### src/logic/bg_swap_pkg.sv
package bg_swap_pkg;
	// ==========================================================
	// Register indices (printed offsets) and byte addresses
	localparam logic [9:0] idx_trim_c         = 10'h080;
	localparam logic [9:0] idx_trim_d         = 10'h081;
	localparam logic [9:0] idx_overlap        = 10'h09a;
	localparam logic [9:0] idx_mux_delay      = 10'h09b;
	localparam logic [9:0] idx_dither_control = 10'h09d;
	localparam logic [9:0] idx_lsb_control    = 10'h160;
	localparam int         addr_width         = 12;
	localparam int         byte_shift         = 2;

	// ==========================================================
	// Field layout and reset values
	localparam int         delay_width        = 5;
	localparam int         dither_enable_bit  = 0;
	localparam int         dither_amp_bit     = 1;
	localparam int         dither_err_bit     = 2;
	localparam logic [7:0] overlap_reset      = 8'h08;
	localparam logic [7:0] mux_delay_reset    = 8'h07;
	localparam logic [7:0] dither_reset       = 8'h00;
	localparam logic [7:0] lsb_reset          = 8'h00;
	localparam logic [7:0] overlap_base       = 8'h04;

	// ==========================================================
	// Swap timing and dither steering carriers
	typedef struct packed {
		logic [4:0] overlap;
		logic [4:0] mux_delay;
	} swap_timing_type;

	typedef struct packed {
		logic enable;
		logic large_amplitude;
		logic error_to_offset;
	} dither_setting_type;

	typedef struct packed {
		logic active;
		logic both_sampling;
		logic mux_select;
	} swap_status_type;
endpackage

### src/logic/cycle_delay.sv
`timescale 1ns/1ps
// Programmable delay line of a one-bit select, tap chosen by index.
module cycle_delay #(
	parameter int depth = 32
) (
	input  wire logic                     clk_sys,
	input  wire logic                     nrst,
	input  wire logic                     din,
	input  wire logic [$clog2(depth)-1:0] tap,
	output logic                          dout
);
	logic [depth-1:0] line;
	wire              tapped = (tap == '0) ? din : line[tap - 1'b1];

	always_ff @(posedge clk_sys or negedge nrst) begin
		if (!nrst) begin
			line <= '0;
			dout <= 1'b0;
		end else begin
			line <= {line[depth-2:0], din};
			dout <= tapped;
		end
	end
endmodule

### src/logic/swap_sequencer.sv
`timescale 1ns/1ps
// One background swap: overlap window, then steering select toggles after the mux delay.
module swap_sequencer (
	input  wire logic                         clk_sys,
	input  wire logic                         nrst,
	input  wire logic                         swap_request,
	input  wire bg_swap_pkg::swap_timing_type timing,
	output bg_swap_pkg::swap_status_type      status
);
	typedef enum logic [1:0] {idle, overlap, steer} phase_type;

	phase_type                         phase;
	logic [6:0]                        count;
	logic [4:0]                        held_mux_delay;
	logic                              select;
	logic                              delayed_select;
	// Overlap length 4 + 2 * setting
	wire  [6:0]                        overlap_len = 7'(bg_swap_pkg::overlap_base)
		+ {1'b0, timing.overlap, 1'b0};
	wire                               start  = (phase == idle) && swap_request;
	wire                               done   = (count == 7'h01);
	wire  [6:0]                        next_count = start ? overlap_len
		: (count != 7'h00) ? count - 7'h01 : 7'h00;

	cycle_delay #(.depth(32)) mux_delay_line (
		.clk_sys (clk_sys),
		.nrst    (nrst),
		.din     (select),
		.tap     (held_mux_delay),
		.dout    (delayed_select)
	);

	always_ff @(posedge clk_sys or negedge nrst) begin
		if (!nrst) begin
			phase          <= idle;
			count          <= 7'h00;
			held_mux_delay <= 5'h00;
			select         <= 1'b0;
			status         <= '0;
		end else begin
			count <= next_count;
			unique case (phase)
				idle: begin
					if (start) begin
						held_mux_delay <= timing.mux_delay;
						phase          <= overlap;
					end
				end
				overlap: begin
					if (done) begin
						select <= ~select;
						phase  <= steer;
					end
				end
				steer: begin
					if (count == 7'h00 && delayed_select == select) begin
						phase <= idle;
					end
				end
			endcase
			status.active        <= (phase != idle) || start;
			status.both_sampling <= start || (phase == overlap && !done);
			status.mux_select    <= delayed_select;
		end
	end
endmodule

### src/logic/bg_swap_dither_control.sv
// The APB interface to the registers is this design's own decision.
`timescale 1ns/1ps
// ==========================================================
module bg_swap_dither_control (
	input  wire logic                            clk_sys,
	input  wire logic                            nrst,
	input  wire logic [bg_swap_pkg::addr_width-1:0] paddr,
	input  wire logic                            psel,
	input  wire logic                            penable,
	input  wire logic                            pwrite,
	input  wire logic [31:0]                     pwdata,
	input  wire logic [3:0]                      pstrb,
	output logic [31:0]                          prdata,
	output logic                                 pready,
	output logic                                 pslverr,
	input  wire logic [7:0]                      factory_trim_c,
	input  wire logic [7:0]                      factory_trim_d,
	input  wire logic                            swap_request,
	output logic [7:0]                           input_c_trim,
	output logic [7:0]                           input_d_trim,
	output bg_swap_pkg::dither_setting_type      dither_setting,
	output bg_swap_pkg::swap_status_type         swap_status,
	output logic [7:0]                           lsb_control
);
	// ==========================================================
	// Registers
	logic [7:0]                     input_c_termination_trim;
	logic [7:0]                     input_d_termination_trim;
	logic [7:0]                     swap_overlap_delay;
	logic [7:0]                     swap_mux_select_delay;
	logic [7:0]                     dither_control;
	logic [7:0]                     sample_lsb_control_output;
	logic                           trim_loaded;
	bg_swap_pkg::swap_status_type   seq_status;

	function automatic logic hit(input logic [bg_swap_pkg::addr_width-1:0] a,
		input logic [9:0] idx);
		hit = (a == {idx, 2'b00});
	endfunction

	// ==========================================================
	// APB decode; answer one cycle after the first access cycle
	wire                            access  = psel && penable;
	wire                            wr      = access && pwrite && pstrb[0];
	wire                            sel_c   = hit(paddr, bg_swap_pkg::idx_trim_c);
	wire                            sel_d   = hit(paddr, bg_swap_pkg::idx_trim_d);
	wire                            sel_ov  = hit(paddr, bg_swap_pkg::idx_overlap);
	wire                            sel_mx  = hit(paddr, bg_swap_pkg::idx_mux_delay);
	wire                            sel_dt  = hit(paddr, bg_swap_pkg::idx_dither_control);
	wire                            sel_ls  = hit(paddr, bg_swap_pkg::idx_lsb_control);
	wire                            mapped  = sel_c | sel_d | sel_ov | sel_mx | sel_dt | sel_ls;
	wire  [7:0]                     read_byte = sel_c ? input_c_termination_trim
		: sel_d  ? input_d_termination_trim
		: sel_ov ? swap_overlap_delay
		: sel_mx ? swap_mux_select_delay
		: sel_dt ? dither_control
		: sel_ls ? sample_lsb_control_output
		: 8'h00;
	wire  [7:0]                     wbyte   = pwdata[7:0];
	wire                            first   = access && !pready;

	always_ff @(posedge clk_sys or negedge nrst) begin
		if (!nrst) begin
			pready  <= 1'b0;
			pslverr <= 1'b0;
			prdata  <= 32'h0000_0000;
		end else begin
			pready  <= first;
			pslverr <= first && !mapped;
			prdata  <= (first && !pwrite) ? {24'h00_0000, read_byte} : 32'h0000_0000;
		end
	end

	wire                            commit = wr && pready;

	always_ff @(posedge clk_sys or negedge nrst) begin
		if (!nrst) begin
			input_c_termination_trim  <= 8'h00;
			input_d_termination_trim  <= 8'h00;
			trim_loaded               <= 1'b0;
		end else if (!trim_loaded) begin
			input_c_termination_trim  <= factory_trim_c;
			input_d_termination_trim  <= factory_trim_d;
			trim_loaded               <= 1'b1;
		end else begin
			if (commit && sel_c) input_c_termination_trim <= wbyte;
			if (commit && sel_d) input_d_termination_trim <= wbyte;
		end
	end

	// Full byte stored so reserved bits read back as written
	always_ff @(posedge clk_sys or negedge nrst) begin
		if (!nrst) begin
			swap_overlap_delay        <= bg_swap_pkg::overlap_reset;
			swap_mux_select_delay     <= bg_swap_pkg::mux_delay_reset;
			dither_control            <= bg_swap_pkg::dither_reset;
			sample_lsb_control_output <= bg_swap_pkg::lsb_reset;
		end else begin
			if (commit && sel_ov) swap_overlap_delay        <= wbyte;
			if (commit && sel_mx) swap_mux_select_delay     <= wbyte;
			if (commit && sel_dt) dither_control            <= wbyte;
			if (commit && sel_ls) sample_lsb_control_output <= wbyte;
		end
	end

	// ==========================================================
	// Swap sequencer
	wire  bg_swap_pkg::swap_timing_type timing = '{
		overlap:   swap_overlap_delay[bg_swap_pkg::delay_width-1:0],
		mux_delay: swap_mux_select_delay[bg_swap_pkg::delay_width-1:0]
	};

	swap_sequencer sequencer (
		.clk_sys      (clk_sys),
		.nrst         (nrst),
		.swap_request (swap_request),
		.timing       (timing),
		.status       (seq_status)
	);

	// ==========================================================
	// Outputs to the converter cores, all registered
	always_ff @(posedge clk_sys or negedge nrst) begin
		if (!nrst) begin
			input_c_trim   <= 8'h00;
			input_d_trim   <= 8'h00;
			dither_setting <= '0;
			swap_status    <= '0;
			lsb_control    <= 8'h00;
		end else begin
			input_c_trim   <= input_c_termination_trim;
			input_d_trim   <= input_d_termination_trim;
			dither_setting.enable          <= dither_control[bg_swap_pkg::dither_enable_bit];
			dither_setting.large_amplitude <= dither_control[bg_swap_pkg::dither_amp_bit];
			dither_setting.error_to_offset <= dither_control[bg_swap_pkg::dither_err_bit];
			swap_status    <= seq_status;
			lsb_control    <= sample_lsb_control_output;
		end
	end
endmodule

### config.mk
export PLATFORM = sky130hd
export DESIGN_NAME = bg_swap_dither_control
export DESIGN_NICKNAME = d
export VERILOG_FILES = /design/src/logic/bg_swap_pkg.sv /design/src/logic/cycle_delay.sv /design/src/logic/swap_sequencer.sv /design/src/logic/bg_swap_dither_control.sv
export SDC_FILE = /design/constraint.sdc
export NUM_CORES = 1
export LEC_CHECK = 0
export BUFFER_PORTS_ARGS = -buffer_cell sky130_fd_sc_hd__buf_2
export CAP_MARGIN = 40
export CORE_ASPECT_RATIO = 1.25
export CORE_MARGIN = 1.5
export CORE_UTILIZATION = 45
export DETAILED_ROUTE_END_ITERATION = 7
export GPL_TIMING_DRIVEN = 0
export PLACE_DENSITY_LB_ADDON = 0.08
export SLEW_MARGIN = 20
export SYNTH_ARGS = -nofsm -noshare
export SYNTH_HDL_FRONTEND = slang
export SYNTH_SLANG_ARGS = --single-unit
### constraint.sdc
create_clock -name clk_sys -period 3.5 [get_ports clk_sys]
set_input_delay 0.175 -clock clk_sys [delete_from_list [all_inputs] [get_ports clk_sys]]
set_output_delay 0.175 -clock clk_sys [all_outputs]
set_load 0.02 [all_outputs]
==> results.md, run 1 <==
- Clk sink count: 140
- Number of CTS-inserted buffers: 17
- Worst Clk Skew: 5.67 ps
- Pwr dens: 483 mW/mm^2
- Synth Cell Area: 0.00589 mm^2
- Share of cells above drive strength 1: 30.4%
- Post-detail-place hpwl: 9530 um
- Pin count of the biggest net entering global routing: 77
- M1 wire length: 5480 um
- Post-synthesis register bit count: 140
- Worst-Margin Slew: 894 ps
- First-pass GRT wire length: 21,500 um
- Setup CP Type: reg -> reg
- I/O pin cnt: 134
- GRT Util Overall: 20.9%
- 1st-iter DRT viols: 224
- Final hold vios: 0
- Ys flop type: dfrtp_1
- Post-cts resize count: 0
- Status: complete, no violations
- Worst-path fanout max: 9
- WL per Instance: 17.1 um
- Post-synth top area share: 57.8%
- Vias in the first global route: 4,112
- Placer Congestion: 0.854
- Post-route setup TNS: 0 ps
- Met2 routed wirelength: 7120 um
- Clock Tree Root: clkbuf_16
- H-tree depth: 4
- Arr. time, crit path: 2780 ps
- Final net count: 691
- Drt total wl: 13,600 um
- GRT overflow: 0
- Top cell type by total area after synthesis: dfrtp_1
- CTS tree: done
- Max_cap viols: 0
- DR top layer: met4
- Crit path capture type: flip-flop
- Vias per cell: 5.07
- Initial antenna violation count: 0
- Setup WS pre-CTS: 554 ps
- Fmax: 0.401 GHz
- Crit start category: flip-flop
- Crit path time final: 2500 ps
- Asr flop ratio synth: 100%
- WP data required: 3790 ps
- FP Rows: 46
- Worst setup margin: 1000 ps
- Post-route cell area: 0.00730 mm^2
- Peak supply drop: 0.303 mV
- Die ar.: 0.0138 mm^2
- Final ANT Viol Nets: 0
- Worst skew pair latency: 420 ps
- Vias: 4,024
- IO buf count: 81
- Most frequent cells after synthesis: 136 x dfrtp_1, 36 x o21ai_0, 34 x a21oi_1, 32 x mux2_2
- Clock slew at reported path FFs: 60 ps
- Max clock buf depth: 2
- Synth area leaders: dfrtp_1 58%, mux2_2 6.1%, mux2i_1 4.4%
- Leak pwr: 0.00348 uW
- Fin. max-slew vios: 0
- Core area: 0.0127 mm^2
- HP Class: in -> reg
- Total inserted antenna cells: 0
- Area grow syn2layout: 23.9%
- Layout Cells excl Fill: 793
- Cells after Synth: 476
- Most numerous cell in the Yosys netlist: dfrtp_1
- Mapped Avg Cell Area: 12.4 um^2
- RSZ-0062 raised after global routing: false
- Post-synth EDFFs: 0
- Synth warnings: 0
- Remaining DRCs: 0
- Drt pass-1 iters: 4
- Initial Util: 46.3%
- # fillers: 1,117
- DP Area: 0.00665 mm^2
- Die X-Extent: 105 um
- Period utilization: 71.3%
- Final setup fails: 0
- Final core occ: 57.4%
- Post-synth cell types: 49
- DIE HEIGHT: 131 um
- Rel. slew slack: 39.8%
- DP Cell Count: 751
- Met3 Wirelength: 455 um
- Post-synthesis sequential area ratio: 59.5%
cell families (layout without fill, tap and decap cells):
logic type / after synthesis / after routing / share of synthesized area, %
buf+inv: 51 / 177 / 4.80
xor+xnor: 8 / 8 / 1.19
flops: 140 / 140 / 59.5
mux: 66 / 66 / 13.6
fa+ha+maj: 7 / 7 / 1.49
compound gates: 87 / 87 / 8.30
simple gates: 115 / 115 / 11.0
other cells: 2 / 25 / 0.127
final timing paths:
check / start / to / slack (ps) / cells past startpoint
min: factory_trim_c[6] / input_c_termination_trim[6]$_DFFE_PN0P_ / 20 / 3
max in group asynchronous: nrst / swap_overlap_delay[3]$_DFFE_PN1P_ / 2440 / 3
min reg2reg: sequencer.status[1]$_DFF_PN0_ / swap_status[1]$_DFF_PN0_ / 350 / 0
min in group asynchronous: nrst / sequencer.mux_delay_line.line[18]$_DFF_PN0_ / 300 / 2
max: sequencer.held_mux_delay[0]$_DFFE_PN0P_ / sequencer.mux_delay_line.dout$_DFF_PN0_ / 1000 / 10
max reg2reg: sequencer.held_mux_delay[0]$_DFFE_PN0P_ / sequencer.mux_delay_line.dout$_DFF_PN0_ / 1000 / 10
registers in the layout, indices dropped and copies added, names as in the netlist, 5 cells and up:
name / flops
prdata: 8
sequencer.mux_delay_line.line: 32
input_c_trim: 8
sequencer.count: 7
swap_overlap_delay: 8
lsb_control: 8
input_d_termination_trim: 8
input_d_trim: 8
sample_lsb_control_output: 8
sequencer.held_mux_delay: 5
input_c_termination_trim: 8
dither_control: 8
swap_mux_select_delay: 8
placed cells by master, fill, tap and decap left out, types with 4 or more instances in the layout:
cell / count
dfrtp_1: 136
conb_1: 25
a21oi_1: 34
buf_4: 26
clkbuf_1: 23
nor3_1: 17
mux2i_1: 26
and2_1: 4
mux2_2: 32
xnor2_1: 5
buf_2: 81
mux4_2: 8
nor2_1: 26
nand2_1: 25
inv_1: 9
clkbuf_16: 17
nand3_1: 11
nand4_1: 4
ha_1: 7
o31ai_1: 4
dfstp_2: 4
o21ai_0: 36
a22o_1: 4
dlygate4sd3_1: 11
through the flow:
step | hold WS [ps] | power [uW]
2_1_floorplan | -121 | 1810
4_1_cts | 2.73 | 3570
6_report | 17.3 | 3530
3_5_place_dp | 156 | 1930
5_1_grt | 6.63 | 3660
3_3_place_gp | 332 | 1920
worst max-delay path: stages, from the launching register on:
cell and delay, ps:
dfrtp_1 310, clkbuf_1 170, buf_6 190, inv_1 80, ha_1 270, clkbuf_1 380, mux4_2 390, mux2i_1 200
mux2i_1 110, mux2i_1 160, mux2i_1 100
what timing repair did:
item	4_1_cts	5_1_grt
endpoints found under the hold margin	74	0
hold buffers	11	0
setup buffers	0	0
report_power, final:
part	switching [uW]	internal (uW)	total, uW
sequential	20.9	1650	1680
combinational	149	82.2	231
clock	634	987	1620
total	804	2720	3530
cell type report:
cell class | count | area, um^2 | share of cell area (%)
Tap cell | 168 | 210 | 2.88
Timing Repair Buffer | 96 | 579 | 7.94
Inverter | 9 | 33.8 | 0.463
Buffer | 42 | 249 | 3.41
Clock buffer | 24 | 462 | 6.32
Multi-Input combinational cell | 308 | 2190 | 30.0
Sequential cell | 140 | 3510 | 48.1
Clock inverter | 6 | 65.1 | 0.891
metal layers:
layer | vias to the layer above | track usage, %
met5 | - | 0
li1 | 1912 | -
met1 | 1971 | 24.6
met4 | 0 | 12.1
met3 | 35 | 4.56
met2 | 106 | 35.8
(Power assumes the default switching activity.)
==> run 2, diff against run 1 <==
Settings changed: ABC_AREA set to 1.
Clock period 3.5 ns to 2.1 ns, I/O delays scaled along.
==> results.md, run 2 <==
- Most frequent cells in the layout: 136 x dfrtp_1, 119 x nand2_1, 85 x buf_2, 53 x nor2_1, 50 x o21ai_0
- Largest reg by FF count: sequencer.mux_delay_line.line
- Max FFs per register: 32
- Clk sink count: 140
- Post-synthesis register bit count: 140
- Post-synth cell types: 36
- Ys flop type: dfrtp_1
- Post-synthesis adder-cell area fraction: 1.46%
- WP data required: 2410 ps
- FP Rows: 46
- Worst-Margin Slew: 539 ps
- IO buf count: 82
- Drt total wl: 13,600 um
- Post-synth top area share: 56.8%
- GRT Util Overall: 21.1%
- Post-synth EDFFs: 0
- Cells after Synth: 612
- Synth warnings: 0
- Most numerous cell in the Yosys netlist: dfrtp_1
- Max_cap viols: 0
- Synth area leaders: dfrtp_1 57%, nand2_1 7.5%, o21ai_0 4.2%
- Asr flop ratio synth: 100%
- Post-CTS Repair Setup Buffers: 0
- Hold_ws: 5.04 ps
- Worst Clk Skew: 7.26 ps
- Crit path capture type: flip-flop
- Post-synthesis sequential area ratio: 58.5%
- Core area: 0.0128 mm^2
- Worst skew pair latency: 420 ps
- Setup WS pre-CTS: -150 ps
- Remaining DRCs: 0
- Mux contribution to synthesized area: 0%
- Drt pass-1 iters: 5
- Initial Util: 46.7%
- Synth Cell Area: 0.00599 mm^2
- Mapped Avg Cell Area: 9.79 um^2
- Worst setup margin: 199 ps
- Most common cell after layout, fill and taps aside: dfrtp_1
- Total inserted antenna cells: 0
- Pwr dens: 854 mW/mm^2
- Vias per cell: 4.89
- Main combinational cell family by area after synthesis: simple AND/OR/NAND/NOR gates
- GRT overflow: 0
- WL per Instance: 14.3 um
- Fin. max-slew vios: 0
- Die X-Extent: 106 um
- 1st-iter DRT viols: 222
- Die ar.: 0.0140 mm^2
- Post-detail-place hpwl: 9630 um
- Number of CTS-inserted buffers: 17
- H-tree depth: 4
- Peak supply drop: 0.538 mV
- CTS tree: done
- Post-route setup TNS: 0 ps
- Setup CP Type: in -> reg
- Final net count: 844
- Top cell type by total area after synthesis: dfrtp_1
- Vias in the first global route: 4,656
- Leak pwr: 0.00385 uW
- XOR/XNOR share of the synthesized area: 1.32%
- Max clock buf depth: 2
- Final ANT Viol Nets: 0
- Share of cells above drive strength 1: 26.0%
- Pin count of the biggest net entering global routing: 73
- Crit path time final: 1900 ps
- Clock slew at reported path FFs: 60 ps
- Synth Area in Simple Gates: 17.2%
- Crit start category: input pin
- Status: complete, no violations
- Most frequent cells after synthesis: 136 x dfrtp_1, 119 x nand2_1, 53 x nor2_1, 50 x o21ai_0, 48 x inv_1
- Period utilization: 90.5%
- DIE HEIGHT: 132 um
- Final setup fails: 0
- Compound-Gate Fraction of Synth Area: 13.1%
- # fillers: 1,103
- Arr. time, crit path: 2210 ps
- HP Class: in -> reg
- Rel. slew slack: 64.0%
- Vias: 4,635
- I/O pin cnt: 134
- Worst-path fanout max: 7
- Placer Congestion: 0.844
- First-pass GRT wire length: 22,900 um
- Initial antenna violation count: 0
- Setup slack, reg-to-reg: 210 ps
- Fmax: 0.526 GHz
- Final hold vios: 0
- RSZ-0062 raised after global routing: false
- Area grow syn2layout: 29.3%
- Clock Tree Root: clkbuf_16
-- run 2: changes by cell type after synthesis, moves of 21 or more --
cell and delta:
nor2_1 +27, nand2_1 +94, nand3_1 +21, mux2i_1 -26, mux2_2 -32, inv_1 +39
-- run 2: worst max-delay path, stage by stage --
cell and delay, ps:
dlygate4sd3_1 520, buf_2 90, nand2_1 80, nor2_2 130, nand3_4 160, o21ai_4 290, inv_2 130, nand2_1 80
nand3_1 60, dlygate4sd3_1 550
-- run 2: timing repair --
action | CTS | global route
hold endpoints to repair | 85 | 0
setup endpoints to repair | 1 | 3
pin swaps | 0 | 0
gates resized for setup | 4 | 5
hold buffers | 30 | 0
-- run 2: cell families after synthesis --
kind of cell | Yosys count
simple gates | 231
flops | 140
compound gates | 128
buf+inv | 95
xor+xnor | 9
fa+ha+maj | 7
other cells | 2
-- run 2: path summary, 6_finish.rpt --
kind,startpoint,endpoint,cells after the start
min in group asynchronous,nrst,sequencer.mux_delay_line.line[16]$_DFF_PN0_,2
min,pwdata[4],input_c_termination_trim[4]$_DFFE_PN0P_,3
min reg2reg,sequencer.status[0]$_DFF_PN0_,swap_status[0]$_DFF_PN0_,0
max reg2reg,sequencer.held_mux_delay[0]$_DFFE_PN0P_,sequencer.mux_delay_line.dout$_DFF_PN0_,11
max in group asynchronous,nrst,swap_mux_select_delay[1]$_DFFE_PN1P_,3
max,penable,input_c_termination_trim[3]$_DFFE_PN0P_,10
-- run 2: through the flow --
stage          util [%]  power, uW  area, um^2  cells
2_1_floorplan         -       3040        6080    635
6_report           60.4       6620        7750    948
4_1_cts            60.3       6660        7740    948
3_3_place_gp       52.2       3210        6700    885
5_1_grt            60.4       6820        7750    948
3_5_place_dp       52.5       3230        6740    886
-- run 2: cell type report --
type | count | area (um^2) | area share (%)
Buffer | 36 | 282 | 3.63
Clock buffer | 22 | 494 | 6.38
Clock inverter | 10 | 184 | 2.37
Inverter | 58 | 223 | 2.87
Multi-Input combinational cell | 400 | 2100 | 27.1
Sequential cell | 140 | 3510 | 45.3
Tap cell | 168 | 210 | 2.71
Timing Repair Buffer | 114 | 753 | 9.72
-- run 2: metal layers --
layer  track usage [%]  part of all wire (%)
met1              25.4                    41
met2              35.8                    52
met3              4.65                   4.1
met4              9.61                   2.7
met5                 0                     0
-- run 2: where the power goes --
part	switching [uW]	total, uW	leakage, uW	internal, uW
Clock	1120	3380	0.000328	2260
Combinational	262	433	0.00171	171
Sequential	37.4	2800	0.00182	2760
==> run 3, diff against run 2 <==
Settings changed: CTS_CLUSTER_DIAMETER set to 60, REMOVE_ABC_BUFFERS set to 1.
==> results.md, run 3 (synthesis results as in run 2) <==
- Leak pwr: 0.00369 uW
- Fmax: 0.518 GHz
- Max_cap viols: 0
- DP Area: 0.00647 mm^2
- 1st-iter DRT viols: 240
- Initial antenna violation count: 0
- Post-route cell area: 0.00751 mm^2
- Worst skew pair latency: 420 ps
- Crit path capture type: flip-flop
- Grt met2 use: 36.2%
- Rel. slew slack: 66.7%
- Setup WS pre-CTS: -357 ps
- M1 GR Usage: 24.2%
- Share of cells above drive strength 1: 23.2%
- Pwr dens: 876 mW/mm^2
- Hold_ws: 28.5 ps
- Grt peak-use layer: met2
- RSZ-0062 raised after global routing: false
- FP Rows: 46
- Post-detail-place hpwl: 9140 um
- Placer Congestion: 0.802
- Clock Tree Root: clkbuf_16
- Final net count: 814
- Drt pass-1 iters: 6
- Worst Clk Skew: 7.04 ps
- I/O pin cnt: 134
- Met3 usage: 5.59%
- Seq pwr share: 42.6%
- Pin count of the biggest net entering global routing: 100
- First-pass GRT wire length: 22,500 um
- Peak supply drop: 0.480 mV
- Crit path time final: 1930 ps
- Clock share of power: 51.5%
- DIE HEIGHT: 132 um
- Most common cell after layout, fill and taps aside: dfrtp_1
- Combinational share of power: 5.9%
- Vias per cell: 4.91
- Fin. max-slew vios: 0
- Crit start category: input pin
- WL per Instance: 14.6 um
- Final hold vios: 0
- Int Power: 5180 uW
- Worst-Margin Slew: 499 ps
- Max clock buf depth: 2
- Drt total wl: 13,400 um
- Setup CP Type: in -> reg
- Number of CTS-inserted buffers: 17
- GRT Util Overall: 20.7%
- CTS tree: done
- Period utilization: 91.9%
- Most frequent cells in the layout: 134 x dfrtp_1, 119 x nand2_1, 82 x buf_2, 53 x nor2_1, 50 x o21ai_0
- Final ANT Viol Nets: 0
- Switching share of power: 21.3%
- Vias in the first global route: 4,545
- WP data required: 2450 ps
- Initial Util: 46.7%
- Worst-path fanout max: 13
- Largest reg by FF count: sequencer.mux_delay_line.line
- Tot Pwr: 6580 uW
- Status: complete, no violations
- Core area: 0.0128 mm^2
- Max FFs per register: 32
- Die ar.: 0.0140 mm^2
- Total inserted antenna cells: 0
- Clk sink count: 140
- Final setup fails: 0
- H-tree depth: 4
- Arr. time, crit path: 2280 ps
- Die X-Extent: 106 um
- Area grow syn2layout: 25.3%
- IO buf count: 82
- Remaining DRCs: 0
- Clock slew at reported path FFs: 50 ps
- HP Class: in -> reg
- GRT overflow: 0
- Net Sw Power: 1400 uW
- Vias: 4,504
- Worst setup margin: 170 ps
## run 3: changes by cell type in the layout (fill, tap and decap cells not counted), sizes merged
cell,previous run,this run
buf,118,89
bufinv,5,6
clkbuf,24,20
clkinv,6,8
clkinvlp,2,1
dlygate4sd3,30,31
## run 3: power by group through the flow
stage | clock [uW] | sequential [uW] | combinational, uW
floorplan | 0 | 2880 | 123
global placement | 0 | 2850 | 325
detailed placement | 0 | 2850 | 338
CTS | 3440 | 2800 | 392
global route | 3550 | 2810 | 428
finish | 3390 | 2800 | 388
## run 3: routing by layer
layer  part of all wire (%)  wire length [um]  vias to the layer above
li1                       -                 -                     2208
met1                     41              5500                     2181
met4                    1.6               214                        0
met3                    3.8               507                       18
met2                     54              7180                       97
met5                      0                 0                        -
## run 3: through the flow
stage	util, %	std cells	TNS [ps]
5_1_grt	58.5	918	0
6_report	58.5	918	0
3_5_place_dp	50.4	850	-357
2_1_floorplan	-	598	0
4_1_cts	58.2	913	0
3_3_place_gp	50.1	848	-135040
## run 3: worst max-delay path, cell delays in order
cell and delay, ps:
dlygate4sd3_1 530, buf_2 110, inv_1 40, nor2_2 140
nand3_4 160, o21ai_4 400, nor2_1 80, a31oi_1 150
dlygate4sd3_1 560
## run 3: path summary, 6_finish.rpt
| path | slack, ps | startpoint | endpoint | cells past startpoint |
|---|---|---|---|---|
| hold reg to reg | 350 | sequencer.status[1]$_DFF_PN0_ | swap_status[1]$_DFF_PN0_ | 0 |
| hold / removal | 30 | factory_trim_c[1] | input_c_termination_trim[1]$_DFFE_PN0P_ | 3 |
| min in group asynchronous | 160 | nrst | sequencer.mux_delay_line.line[26]$_DFF_PN0_ | 2 |
| setup / recovery | 170 | pwrite | input_d_termination_trim[7]$_DFFE_PN0P_ | 9 |
| max in group asynchronous | 1140 | nrst | trim_loaded$_DFF_PN0_ | 3 |
| setup reg to reg | 220 | trim_loaded$_DFF_PN0_ | input_d_termination_trim[3]$_DFFE_PN0P_ | 4 |
## run 3: final cells by class
cell class	instances	area, um^2
clock inverter	12	216
clock buffer	20	457
fill	1127	5320
timing repair buffer	120	801
tap	168	210
sequential	140	3510
multi-input combinational	400	2100
inverter	58	220
## run 3: repair_timing
action / CTS / global route
hold endpoints to repair: 61 / 0
hold buffers: 31 / 0
resized for setup: 4 / 1
setup endpoints to repair: 1 / 8
setup buffers: 0 / 5
